`src/hdl/strap_pkg.sv`:
```
package strap_pkg;

    // strap pin bus width (lines 0..40)
    localparam int STRAP_W = 41;

    // documented i/o ports
    localparam logic [15:0] INDEX_PORT = 16'h0022;
    localparam logic [15:0] DATA_PORT = 16'h0023;

    // register indexes
    localparam logic [7:0] IDX_CAPTURE_0 = 8'h4a;
    localparam logic [7:0] IDX_CAPTURE_1 = 8'h4b;
    localparam logic [7:0] IDX_CLK_PAD = 8'h4c;
    localparam logic [7:0] IDX_HCLK_SPEED = 8'h5f;

    // strap line numbers
    localparam int LN_HCLK_SPD0 = 2;
    localparam int LN_HCLK_SPD1 = 3;
    localparam int LN_PCI_DIV1 = 4;
    localparam int LN_MCLK_SYNC = 5;
    localparam int LN_PCI_PLL0 = 6;
    localparam int LN_PCI_PLL1 = 7;
    localparam int LN_BUS_MODE0 = 8;
    localparam int LN_BUS_MODE1 = 9;
    localparam int LN_RSV_VIS0 = 10;
    localparam int LN_CPU_MULT0 = 14;
    localparam int LN_PCI_DIV0 = 17;
    localparam int LN_HCLK_PAD = 18;
    localparam int LN_MCLK_PAD = 19;
    localparam int LN_DOT_PAD = 20;
    localparam int LN_RSV_5F0 = 21;
    localparam int LN_RSV_5F2 = 23;
    localparam int LN_HCLK_PLL0 = 24;
    localparam int LN_BOOT_WIDTH = 36;
    localparam int LN_CPU_MULT1 = 40;

    // bus mode encodings
    localparam logic [1:0] BUS_ISA = 2'h0;
    localparam logic [1:0] BUS_PCMCIA = 2'h1;
    localparam logic [1:0] BUS_LOCAL = 2'h2;

    // software-writable masks of the mixed registers
    localparam logic [7:0] CLK_PAD_WR_MASK = 8'hc3;
    localparam logic [7:0] HCLK_SPEED_WR_MASK = 8'h02;
    localparam logic [7:0] SOFT_RESET_VAL = 8'h00;

    // sampling point after reset release
    localparam int SAMPLE_DELAY_NS = 1000;
    localparam int CLK_PERIOD_NS = 40;
    localparam int SAMPLE_CYCLES =
        (SAMPLE_DELAY_NS + CLK_PERIOD_NS - 1) / CLK_PERIOD_NS;
    localparam int CNT_W = 6;

    typedef enum logic [1:0] {
        ST_SETTLE = 2'b00,
        ST_CAPTURE = 2'b01,
        ST_DONE = 2'b10
    } sample_state_t;

    typedef struct packed {
        logic [1:0] pci_pll;
        logic [1:0] bus_mode;
        logic mclk_sync;
        logic [1:0] pci_div;
        logic [1:0] cpu_mult;
        logic [3:0] rsv_vis;
        logic boot_16;
        logic hclk_pad_out;
        logic mclk_pad_drive;
        logic dot_pad_out;
        logic [1:0] hclk_speed;
        logic [2:0] hclk_pll;
        logic [1:0] rsv_5f;
        logic [13:0] hidden;
    } strap_cfg_t;

    typedef struct packed {
        logic isa_en;
        logic pcmcia_en;
        logic local_bus_en;
    } bus_enable_t;

endpackage : strap_pkg

```
`src/hdl/strap_sync.sv`:
```
`timescale 1ns/1ps
`default_nettype none
module strap_sync
    import strap_pkg::*;
(
    input wire logic clk,
    input wire logic rst_n,
    input wire logic [STRAP_W-1:0] pins,
    output logic [STRAP_W-1:0] q,
    output logic stable
);

    logic [STRAP_W-1:0] s1_r;
    logic [STRAP_W-1:0] s2_r;
    logic [STRAP_W-1:0] s3_r;

    always_ff @(posedge clk) begin
        if (!rst_n) begin
            s1_r <= '0;
            s2_r <= '0;
            s3_r <= '0;
        end else begin
            s1_r <= pins;
            s2_r <= s1_r;
            s3_r <= s2_r;
        end
    end

    assign q = s3_r;
    assign stable = (s2_r == s3_r);

endmodule : strap_sync
`default_nettype wire

```
`src/hdl/boot_strap_sampler.sv`:
```
`timescale 1ns/1ps
`default_nettype none
module boot_strap_sampler
    import strap_pkg::*;
(
    input wire logic clk,
    input wire logic rst_n,
    input wire logic [STRAP_W-1:0] strap_pin_lines,
    input wire logic [15:0] io_addr,
    input wire logic io_wr,
    input wire logic io_rd,
    input wire logic [7:0] io_wdata,
    output logic [7:0] io_rdata,
    output logic strap_lines_released,
    output strap_cfg_t cfg,
    output bus_enable_t bus_en,
    output logic pci_pll_high_range,
    output logic pci_pll_reserved
);

    function automatic strap_cfg_t extract(
        input logic [STRAP_W-1:0] p
    );
        strap_cfg_t c;
        c = '0;
        c.pci_pll = {p[LN_PCI_PLL1], p[LN_PCI_PLL0]};
        c.bus_mode = {p[LN_BUS_MODE1], p[LN_BUS_MODE0]};
        c.mclk_sync = p[LN_MCLK_SYNC];
        c.pci_div = {p[LN_PCI_DIV1], p[LN_PCI_DIV0]};
        c.cpu_mult = {p[LN_CPU_MULT1], p[LN_CPU_MULT0]};
        c.rsv_vis = p[LN_RSV_VIS0 +: 4];
        c.boot_16 = p[LN_BOOT_WIDTH];
        c.hclk_pad_out = p[LN_HCLK_PAD];
        c.mclk_pad_drive = p[LN_MCLK_PAD];
        c.dot_pad_out = p[LN_DOT_PAD];
        c.hclk_speed = {p[LN_HCLK_SPD1], p[LN_HCLK_SPD0]};
        c.hclk_pll = p[LN_HCLK_PLL0 +: 3];
        c.rsv_5f = {p[LN_RSV_5F2], p[LN_RSV_5F0]};
        // internal-only straps, kept out of every readable register
        c.hidden = {p[38], p[37],
                    p[35:27],
                    p[16], p[15],
                    p[1]};
        return c;
    endfunction : extract

    function automatic bus_enable_t decode_bus(input logic [1:0] m);
        bus_enable_t b;
        b.isa_en = (m == BUS_ISA);
        b.pcmcia_en = (m == BUS_PCMCIA);
        b.local_bus_en = (m == BUS_LOCAL);
        return b;
    endfunction : decode_bus

    // bit 0 marks the index port, bit 1 the data port
    function automatic logic [1:0] port_hit(input logic [15:0] a);
        logic [1:0] h;
        h = 2'h0;
        if (a == INDEX_PORT) begin
            h[0] = 1'h1;
        end else if (a == DATA_PORT) begin
            h[1] = 1'h1;
        end
        return h;
    endfunction : port_hit

    logic [STRAP_W-1:0] pins_q;
    logic pins_stable;

    // capture is gated on agreement of the last two stages
    strap_sync u_sync (
        .clk(clk),
        .rst_n(rst_n),
        .pins(strap_pin_lines),
        .q(pins_q),
        .stable(pins_stable)
    );

    // sampling sequencer
    // every capture output loads on the one capture edge
    sample_state_t state_r;
    sample_state_t state_nxt;
    logic [CNT_W-1:0] cnt_r;
    logic [CNT_W-1:0] cnt_nxt;
    strap_cfg_t cfg_r;
    strap_cfg_t cfg_nxt;
    bus_enable_t bus_en_r;
    bus_enable_t bus_en_nxt;
    logic pll_hi_r;
    logic pll_hi_nxt;
    logic pll_rsv_r;
    logic pll_rsv_nxt;
    logic released_r;
    logic released_nxt;

    always_comb begin
        state_nxt = state_r;
        cnt_nxt = cnt_r;
        cfg_nxt = cfg_r;
        bus_en_nxt = bus_en_r;
        pll_hi_nxt = pll_hi_r;
        pll_rsv_nxt = pll_rsv_r;
        released_nxt = released_r;
        case (state_r)
            ST_SETTLE: begin
                // pins assumed held steady through this window
                if (cnt_r == CNT_W'(SAMPLE_CYCLES - 1)) begin
                    state_nxt = ST_CAPTURE;
                end else begin
                    cnt_nxt = cnt_r + CNT_W'(1);
                end
            end
            ST_CAPTURE: begin
                // wait for synchroniser agreement so one capture is clean
                // straps that never settle hold the sampler here
                if (pins_stable) begin
                    cfg_nxt = extract(pins_q);
                    bus_en_nxt = decode_bus(cfg_nxt.bus_mode);
                    pll_hi_nxt = (cfg_nxt.pci_pll == 2'h1);
                    pll_rsv_nxt = cfg_nxt.pci_pll[1];
                    released_nxt = 1'b1;
                    state_nxt = ST_DONE;
                end
            end
            ST_DONE: begin
                // no resample until the next reset
                state_nxt = ST_DONE;
            end
            default: begin
                // unused code falls back to settling
                state_nxt = ST_SETTLE;
            end
        endcase
    end

    always_ff @(posedge clk) begin
        if (!rst_n) begin
            state_r <= ST_SETTLE;
            cnt_r <= '0;
            cfg_r <= '0;
            bus_en_r <= '0;
            pll_hi_r <= 1'b0;
            pll_rsv_r <= 1'b0;
            released_r <= 1'b0;
        end else begin
            state_r <= state_nxt;
            cnt_r <= cnt_nxt;
            cfg_r <= cfg_nxt;
            bus_en_r <= bus_en_nxt;
            pll_hi_r <= pll_hi_nxt;
            pll_rsv_r <= pll_rsv_nxt;
            released_r <= released_nxt;
        end
    end

    // index/data port access
    logic [1:0] wr_hit;
    logic [1:0] rd_hit;
    logic [7:0] index_r;
    logic [7:0] index_nxt;
    logic [7:0] pad_soft_r;
    logic [7:0] pad_soft_nxt;
    logic [7:0] spd_soft_r;
    logic [7:0] spd_soft_nxt;
    logic [7:0] rdata_r;
    logic [7:0] rdata_nxt;
    logic [7:0] img_cap0;
    logic [7:0] img_cap1;
    logic [7:0] img_pad;
    logic [7:0] img_spd;
    logic [7:0] reg_val;

    // strobes qualified once, shared by every register group
    assign wr_hit = io_wr ? port_hit(io_addr) : 2'h0;
    assign rd_hit = io_rd ? port_hit(io_addr) : 2'h0;

    // register images; unused positions read as zero, rsv_vis and rsv_5f read their sampled straps
    always_comb begin
        img_cap0 = {cfg_r.pci_pll,
                    cfg_r.bus_mode,
                    1'h0,
                    cfg_r.mclk_sync,
                    cfg_r.pci_div};
        img_cap1 = {cfg_r.cpu_mult,
                    cfg_r.rsv_vis,
                    1'h0,
                    cfg_r.boot_16};
        // soft bits overlay; strap-owned positions come from cfg only
        img_pad = (pad_soft_r & CLK_PAD_WR_MASK) |
                  {3'h0,
                   cfg_r.dot_pad_out,
                   cfg_r.mclk_pad_drive,
                   cfg_r.hclk_pad_out,
                   2'h0};
        img_spd = (spd_soft_r & HCLK_SPEED_WR_MASK) |
                  {cfg_r.hclk_speed,
                   cfg_r.hclk_pll,
                   cfg_r.rsv_5f[1],
                   1'h0,
                   cfg_r.rsv_5f[0]};
    end

    always_comb begin
        reg_val = 8'h00;
        if (index_r == IDX_CAPTURE_0) begin
            reg_val = img_cap0;
        end else if (index_r == IDX_CAPTURE_1) begin
            reg_val = img_cap1;
        end else if (index_r == IDX_CLK_PAD) begin
            reg_val = img_pad;
        end else if (index_r == IDX_HCLK_SPEED) begin
            reg_val = img_spd;
        end
    end

    always_comb begin
        index_nxt = index_r;
        if (wr_hit[0]) begin
            index_nxt = io_wdata;
        end
    end

    always_ff @(posedge clk) begin
        if (!rst_n) begin
            index_r <= 8'h00;
        end else begin
            index_r <= index_nxt;
        end
    end

    // strap-owned bits are masked off, so writes never alter them
    always_comb begin
        pad_soft_nxt = pad_soft_r;
        spd_soft_nxt = spd_soft_r;
        if (wr_hit[1]) begin
            if (index_r == IDX_CLK_PAD) begin
                pad_soft_nxt = io_wdata & CLK_PAD_WR_MASK;
            end else if (index_r == IDX_HCLK_SPEED) begin
                spd_soft_nxt = io_wdata & HCLK_SPEED_WR_MASK;
            end
        end
    end

    always_ff @(posedge clk) begin
        if (!rst_n) begin
            pad_soft_r <= SOFT_RESET_VAL;
            spd_soft_r <= SOFT_RESET_VAL;
        end else begin
            pad_soft_r <= pad_soft_nxt;
            spd_soft_r <= spd_soft_nxt;
        end
    end

    // read data holds until the next read strobe
    always_comb begin
        rdata_nxt = rdata_r;
        if (rd_hit[0]) begin
            rdata_nxt = index_r;
        end else if (rd_hit[1]) begin
            rdata_nxt = reg_val;
        end else if (io_rd) begin
            rdata_nxt = 8'h00;
        end
    end

    always_ff @(posedge clk) begin
        if (!rst_n) begin
            rdata_r <= 8'h00;
        end else begin
            rdata_r <= rdata_nxt;
        end
    end

    assign io_rdata = rdata_r;
    assign strap_lines_released = released_r;
    assign cfg = cfg_r;
    assign bus_en = bus_en_r;
    assign pci_pll_high_range = pll_hi_r;
    assign pci_pll_reserved = pll_rsv_r;

endmodule : boot_strap_sampler
`default_nettype wire

```
`config.mk`:
```
export PLATFORM = sky130hd
export DESIGN_NAME = boot_strap_sampler
export DESIGN_NICKNAME = d
export VERILOG_FILES = /design/src/hdl/strap_pkg.sv /design/src/hdl/strap_sync.sv /design/src/hdl/boot_strap_sampler.sv
export SDC_FILE = /design/constraint.sdc
export NUM_CORES = 1
export LEC_CHECK = 0
export ABC_CLOCK_PERIOD_IN_PS = 2200
export BUFFER_PORTS_ARGS = -buffer_cell sky130_fd_sc_hd__buf_2
export CAP_MARGIN = 30
export CELL_PAD_IN_SITES_DETAIL_PLACEMENT = 0
export CELL_PAD_IN_SITES_GLOBAL_PLACEMENT = 2
export CORE_MARGIN = 2
export CORE_UTILIZATION = 34
export CTS_CLUSTER_DIAMETER = 40
export CTS_CLUSTER_SIZE = 24
export DETAILED_ROUTE_END_ITERATION = 10
export GPL_TIMING_DRIVEN = 0
export PLACE_DENSITY = 0.84
export SLEW_MARGIN = 0
export SYNTH_ARGS = -nofsm -noshare
export SYNTH_HDL_FRONTEND = slang
export SYNTH_SLANG_ARGS = --single-unit
```
`constraint.sdc`:
```
create_clock -name clk -period 2.2 [get_ports clk]
set_input_delay 0.33 -clock clk [delete_from_list [all_inputs] [get_ports clk]]
set_output_delay 0.33 -clock clk [all_outputs]
set_load 0.01 [all_outputs]
```
==> run metrics, run 1 <==
row cnt=52; Post-Route Setup TNS=0 ns; Critical Path Fanout Max=10; PD cells=839 mW/mm^2; FILL cells=2055; Inserted Clock Buffers=17; share of the synthesized area in the top cell type=56.2%; Worst VDD drop=522 uV; most frequent cells in the layout=dfxtp_1 (190), and2_1 (127), buf_2 (121), nand2_1 (56), nand3_1 (47); Final #Nets=917; Final Skew=0.0108 ns; Critical Path RT=2.57 ns; synthesized area per cell=9.83 sq um; Routed Antenna Nets=0; CTS tree=done; number of synthesized flops with an enable pin=0; PnR worst setup slack=0.154 ns; first-pass GRT wire length=26500 microns; sw power=0.00181 W; Clock Pin Slew Worst Setup and Hold Paths=0.08 ns; Clk pwr share=43.8%; router iterations before antenna repair=4; Final Cell Area=0.00854 sq mm; placed cell areas=0.00788 sq mm; Sw Share=25.2%; Tcrit/Tclk final=93.0%; Internal=0.00536 W; placed insts=1095; Seq/Total Area, Yosys=56.2%; synth top area cells=dfxtp_1 (56%), and2_1 (11%), xnor2_1 (5.3%), nand3_1 (3.4%), o21ai_0 (3.1%); top routing layer in use=met4; endpoints failing hold=0; initial antenna violation count=1; worst skew pair latency=0.43 ns; CTS root buffer=clkbuf_16; IO Count=121; Final setup viols=0; synthesized instance count=706; # port buffers=119; Async S/R FF share, synth=0%; worst hold-check path type=input port to flip-flop; WL met3=876 microns; die width=147 microns; GRT Total Usage=16.2%; Worst EP arrival=2.41 ns; largest area contributor in the netlist=dfxtp_1; post-synth net total=779; most common cell after layout, fill and taps aside=dfxtp_1; Seq. cell area=0.00391 sq mm; Initial Util=34.4%; Mapped Area=0.00694 sq mm; DP HPWL=13100 microns; Iter 0 DRT Violations=191; CORE AREA=0.0202 sq mm; clk sinks=195; largest net degree at the start of global routing=23; WL/cell=14.9 microns; Die Ht=147 microns; # diodes=0; Lkg Pwr=3.48 nW; outcome=finished, final reports clean; critical path capture point type=flip-flop; share of layout cells above drive strength 1=20.7%; Die ar.=0.0216 sq mm; grt ovf=0; WL met2=7760 microns; Vias/cell=4.42; placer congestion estimate=0.882; hold buffers post-CTS=0; synth unique cells=41; drt total wl=16800 microns; R2R setup slack=0.15 ns; Sequential Power Share=51.5%; Max-slew headroom=60.6%; vias=4976; synthesized flop and latch total=195; CP startpoint kind=flip-flop; RSZ-0062 raised after global routing=false; Layout area overhead=23.0%; Setup WS pre-CTS=-0.200 ns; max-cap viol count=0; max-slew violation count=0; Crit Path Category=flip-flop to flip-flop; CTS H-Tree Depth=4; wire length on met1=7900 microns; DRC viols=0; area of the multi-input gates=0.00279 sq mm; f_max=489 MHz; worst slew pin tran=0.586 ns; ys flop type=dfxtp_1; final cell count without fillers=1127; Logic pwr share=4.8%; Yosys Warn Count=0; vias in the first global route=4879; Final min period=2.05 ns; Longest Clk Path Bufs=2
[cells by family after synthesis]
family          Yosys count  share of synthesized area (%)
mux                      19                           2.74
fa+ha+maj                 4                          0.721
flops                   195                           56.2
simple gates            296                           23.3
compound gates           83                           7.23
buf+inv                  64                           4.07
xor+xnor                 45                           5.68
[registers in the layout, indices dropped and copies added, names as in the netlist]
| register | count |
|---|---|
| index_r | 8 |
| u_sync.s1_r | 41 |
| bus_en | 3 |
| cnt_r | 6 |
| state_r | 2 |
| pci_pll_high_range | 1 |
| cfg | 38 |
| io_rdata | 8 |
| u_sync.s2_r | 41 |
| pad_soft_r | 4 |
| spd_soft_r | 1 |
| u_sync.q | 41 |
| strap_lines_released | 1 |
[final timing paths]
path | startpoint | end | depth (start not counted)
hold / removal | strap_pin_lines[0] | u_sync.s1_r[0] | 2
setup reg to reg | u_sync.q[18] | pci_pll_high_range | 7
setup / recovery | u_sync.q[18] | pci_pll_high_range | 7
hold reg to reg | u_sync.s1_r[23] | u_sync.s2_r[23] | 1
[cell usage after synthesis, types with 2 or more instances]
cell and count:
o32a_1 2, buf_4 11, and2_1 127, a31oi_1 2, or3_1 3, a21o_1 5, a211oi_1 4, or3b_1 3
dfxtp_1 195, nand4_1 15, mux2i_1 19, inv_1 11, o21ai_0 43, ha_1 4, nor3_1 6, a22o_1 3
nor4b_1 2, a21oi_1 11, a32oi_1 5, a22oi_1 2, nor2_1 24, nand2_1 56, xnor2_1 42, nor2b_1 4
nand3_1 47, o22ai_1 2, and3_1 2, clkbuf_1 35, buf_1 6, nor4_2 2, xor2_1 3
[power groups by stage]
stage / logic [W] / registers, W / clock network [W]
after floorplan: 0.000210 / 0.00375 / 0
after global placement: 0.000339 / 0.00377 / 0
after detailed placement: 0.000341 / 0.00377 / 0
after CTS: 0.000343 / 0.00369 / 0.00322
after global routing: 0.000388 / 0.00370 / 0.00335
final: 0.000341 / 0.00369 / 0.00314
[layout make-up]
type                            instances  share of cell area [%]
Timing Repair Buffer                  120                    7.06
Buffer                                 52                    2.81
Clock buffer                           17                    4.98
Inverter                               11                   0.484
Multi-Input combinational cell        447                    32.6
Tap cell                              270                    3.96
Clock inverter                         15                    2.30
Sequential cell                       195                    45.8
[worst max-delay path, stage by stage (launching register included)]
cell,delay (ns)
dfxtp_1,0.41
xnor2_1,0.14
nand4_1,0.15
nor4_4,0.33
nand4_1,0.15
buf_2,0.22
or3b_1,0.43
a21oi_1,0.15
[through the flow]
| stage | hold WS [ns] | utilization (%) | power [W] |
|---|---|---|---|
| floorplan | 0.406 | - | 0.00396 |
| global placement | 0.415 | 39.1 | 0.00411 |
| detailed placement | 0.412 | 39.1 | 0.00411 |
| CTS | 0.0741 | 42.2 | 0.00725 |
| global route | 0.0788 | 42.3 | 0.00744 |
| finish | 0.0920 | 42.3 | 0.00717 |
[metal layers]
metal,up-vias,GRT usage (%)
li1,2622,-
met1,2216,21.3
met2,123,26.7
met3,15,3.73
met4,0,4.71
met5,-,0
[timing repair]
item | CTS | global route
setup buffers | 1 | 0
endpoints found under the setup margin | 43 | 38
gates resized for setup | 3 | 9
pin swaps | 1 | 3
Note: power is estimated with default switching activity, not from simulation.
==> inputs of run 2 (changes only) <==
--- a/config.mk
+++ b/config.mk
@@ -5,13 +5,14 @@
 export SDC_FILE = /design/constraint.sdc
 export NUM_CORES = 1
 export LEC_CHECK = 0
+export ABC_AREA = 1
 export ABC_CLOCK_PERIOD_IN_PS = 2200
 export BUFFER_PORTS_ARGS = -buffer_cell sky130_fd_sc_hd__buf_2
 export CAP_MARGIN = 30
 export CELL_PAD_IN_SITES_DETAIL_PLACEMENT = 0
 export CELL_PAD_IN_SITES_GLOBAL_PLACEMENT = 2
 export CORE_MARGIN = 2
-export CORE_UTILIZATION = 34
+export CORE_UTILIZATION = 32
 export CTS_CLUSTER_DIAMETER = 40
 export CTS_CLUSTER_SIZE = 24
 export DETAILED_ROUTE_END_ITERATION = 10
@@ -20,4 +21,5 @@
 export SLEW_MARGIN = 0
 export SYNTH_ARGS = -nofsm -noshare
 export SYNTH_HDL_FRONTEND = slang
+export SYNTH_HIERARCHICAL = 1
 export SYNTH_SLANG_ARGS = --single-unit
==> run metrics, run 2 <==
outcome=finished, final reports clean; slowest stage delay, CP=0.35 ns; synthesized area per cell=7.88 sq um; Routed Antenna Nets=0; Tcrit/Tclk final=94.2%; Final Skew=0.00856 ns; router iterations before antenna repair=4; max-slew violation count=0; ys flop type=dfxtp_1; placer congestion estimate=0.815; Sw Share=23.7%; placed insts=1346; Mapped Area=0.00742 sq mm; # port buffers=119; Critical Path RT=2.53 ns; Slowest-stage cell, CP=dfxtp_1; vias=5704; largest area contributor in the netlist=dfxtp_1; Initial Util=32.7%; # diodes=0; worst skew pair latency=0.44 ns; max-cap viol count=0; CP startpoint kind=flip-flop; CTS H-Tree Depth=4; die width=156 microns; synth unique cells=32; Clk pwr share=46.4%; Inserted Clock Buffers=17; Final min period=2.07 ns; Layout area overhead=22.4%; Seq/Total Area, Yosys=52.6%; post-synth net total=1015; Logic pwr share=5.0%; sw power=0.00179 W; Iter 0 DRT Violations=190; share of the synthesized area in the top cell type=52.6%; number of synthesized flops with an enable pin=0; IO Count=121; Worst VDD drop=402 uV; Final Cell Area=0.00908 sq mm; synth top area cells=dfxtp_1 (53%), nand2_1 (9.9%), inv_1 (8.5%), nor2_1 (6.0%), xnor2_1 (3.2%); first-pass GRT wire length=28100 microns; Async S/R FF share, synth=0%; Die Ht=156 microns; final cell count without fillers=1378; grt ovf=0; worst hold-check path type=input port to flip-flop; Final #Nets=1153; DP HPWL=13800 microns; GRT Total Usage=15.1%; Internal=0.00579 W; DRC viols=0; CTS root buffer=clkbuf_16; Worst EP arrival=2.41 ns; Post-Route Setup TNS=0 ns; vias in the first global route=5380; Vias/cell=4.14; synthesized flop and latch total=195; Critical Path Fanout Max=10; Die ar.=0.0244 sq mm; CORE AREA=0.0227 sq mm; Yosys Warn Count=6; critical path capture point type=flip-flop; Crit Path Category=flip-flop to flip-flop; CTS tree=done; initial antenna violation count=0; CP top delay family=simple AND/OR/NAND/NOR gates; Max-slew headroom=60.6%; endpoints failing hold=0; placed cell areas=0.00837 sq mm; synth cell count leaders=dfxtp_1 (195), nand2_1 (195), inv_1 (168); WP buf/inv=2; hold buffers post-CTS=0; synthesized instance count=942; Clock Pin Slew Worst Setup and Hold Paths=0.08 ns; Final Util=40.0%; largest net degree at the start of global routing=21; worst slew pin tran=0.591 ns; f_max=483 MHz; most frequent cells in the layout=nand2_1 (195), dfxtp_1 (195), inv_1 (168), buf_2 (129), nor2_1 (119); clk sinks=195; Final setup viols=0; PD cells=835 mW/mm^2; Longest Clk Path Bufs=2; critical path, cell by cell=xnor2_1 -> nand4_1 -> nor2_1 -> nand2_1 -> nor2_2 -> nand2_1 -> buf_2 -> clkbuf_2 -> o21ai_0 -> nor2_1; WL/cell=12.8 microns; drt total wl=17700 microns; Lkg Pwr=4.84 nW; RSZ-0062 raised after global routing=true; share of layout cells above drive strength 1=20.2%; row cnt=55; Sequential Power Share=48.7%
run 2: cell types whose count changed after synthesis, sizes merged, moves of 15 or more:
cell / delta
and2: -127
clkbuf: -22
xnor2: -15
mux2i: -19
nand2: +147
inv: +163
nor2: +109
a21oi: +20
o21ai: +22
run 2: layout make-up:
type / instances / area, sq um
well taps: 285 / 357
repair buffers: 119 / 596
inverters: 177 / 669
plain buffers: 44 / 297
multi-input cells: 526 / 2570
clock buffers: 17 / 425
fillers: 2388 / 13600
flip-flops and latches: 195 / 3900
clock inverters: 15 / 269
run 2: worst register-to-register path, cell delays in order, from the launching register on:
cell,delay (ns)
dfxtp_1,0.35
xnor2_1,0.28
nand4_1,0.13
nor2_1,0.10
nand2_1,0.11
nor2_2,0.20
nand2_1,0.09
buf_2,0.19
clkbuf_2,0.23
o21ai_0,0.24
nor2_1,0.06
run 2: through the flow:
step | hold slack, ns | setup slack [ns] | total power (W)
floorplan | 0.390 | 0.662 | 0.00400
global placement | 0.395 | -0.0682 | 0.00415
detailed placement | 0.397 | -0.0363 | 0.00415
CTS | 0.0462 | 0.000693 | 0.00768
global route | 0.0626 | -0.00156 | 0.00787
finish | 0.0656 | 0.128 | 0.00758
run 2: kinds of logic (layout without fill, tap and decap cells):
group,after synthesis,count (layout),synth area share (%)
buffers and inverters,221,372,12.9
adders and majority gates,4,4,0.674
xor gates and xnor gates,36,36,4.25
DFF,195,195,52.6
AOI/OAI and AO/OA,98,98,6.71
and+or+nand+nor,388,388,22.8
run 2: path summary, 6_finish.rpt:
| check | start | endpoint | slack [ns] | cells after the start |
|---|---|---|---|---|
| max | u_sync/s2_r[9] | cfg[2] | 0.13 | 10 |
| max reg2reg | u_sync/s2_r[9] | cfg[2] | 0.13 | 10 |
| min | strap_pin_lines[36] | u_sync/s1_r[36] | 0.07 | 3 |
| min reg2reg | u_sync/s1_r[40] | u_sync/s2_r[40] | 0.41 | 2 |
run 2: per-layer routing:
| metal | up-vias | GRT usage (%) | routed length, microns |
|---|---|---|---|
| met2 | 115 | 25.7 | 8210 |
| met1 | 2471 | 19.1 | 8470 |
| met3 | 19 | 3.16 | 741 |
| li1 | 3099 | - | - |
| met4 | 0 | 4.94 | 255 |
| met5 | - | 0 | 0 |
run 2: power groups by stage:
stage,Clock [W],Combinational [W],Sequential [W]
floorplan,0,0.000242,0.00376
global placement,0,0.000379,0.00377
global route,0.00374,0.000438,0.00370
detailed placement,0,0.000382,0.00377
finish,0.00352,0.000376,0.00369
CTS,0.00361,0.000384,0.00369
run 2: timing repair:
| action | CTS | global route |
|---|---|---|
| gates resized for setup | 3 | 11 |
| cloned | 0 | 0 |
| setup buffers | 0 | 0 |
| setup endpoints to repair | 12 | 23 |
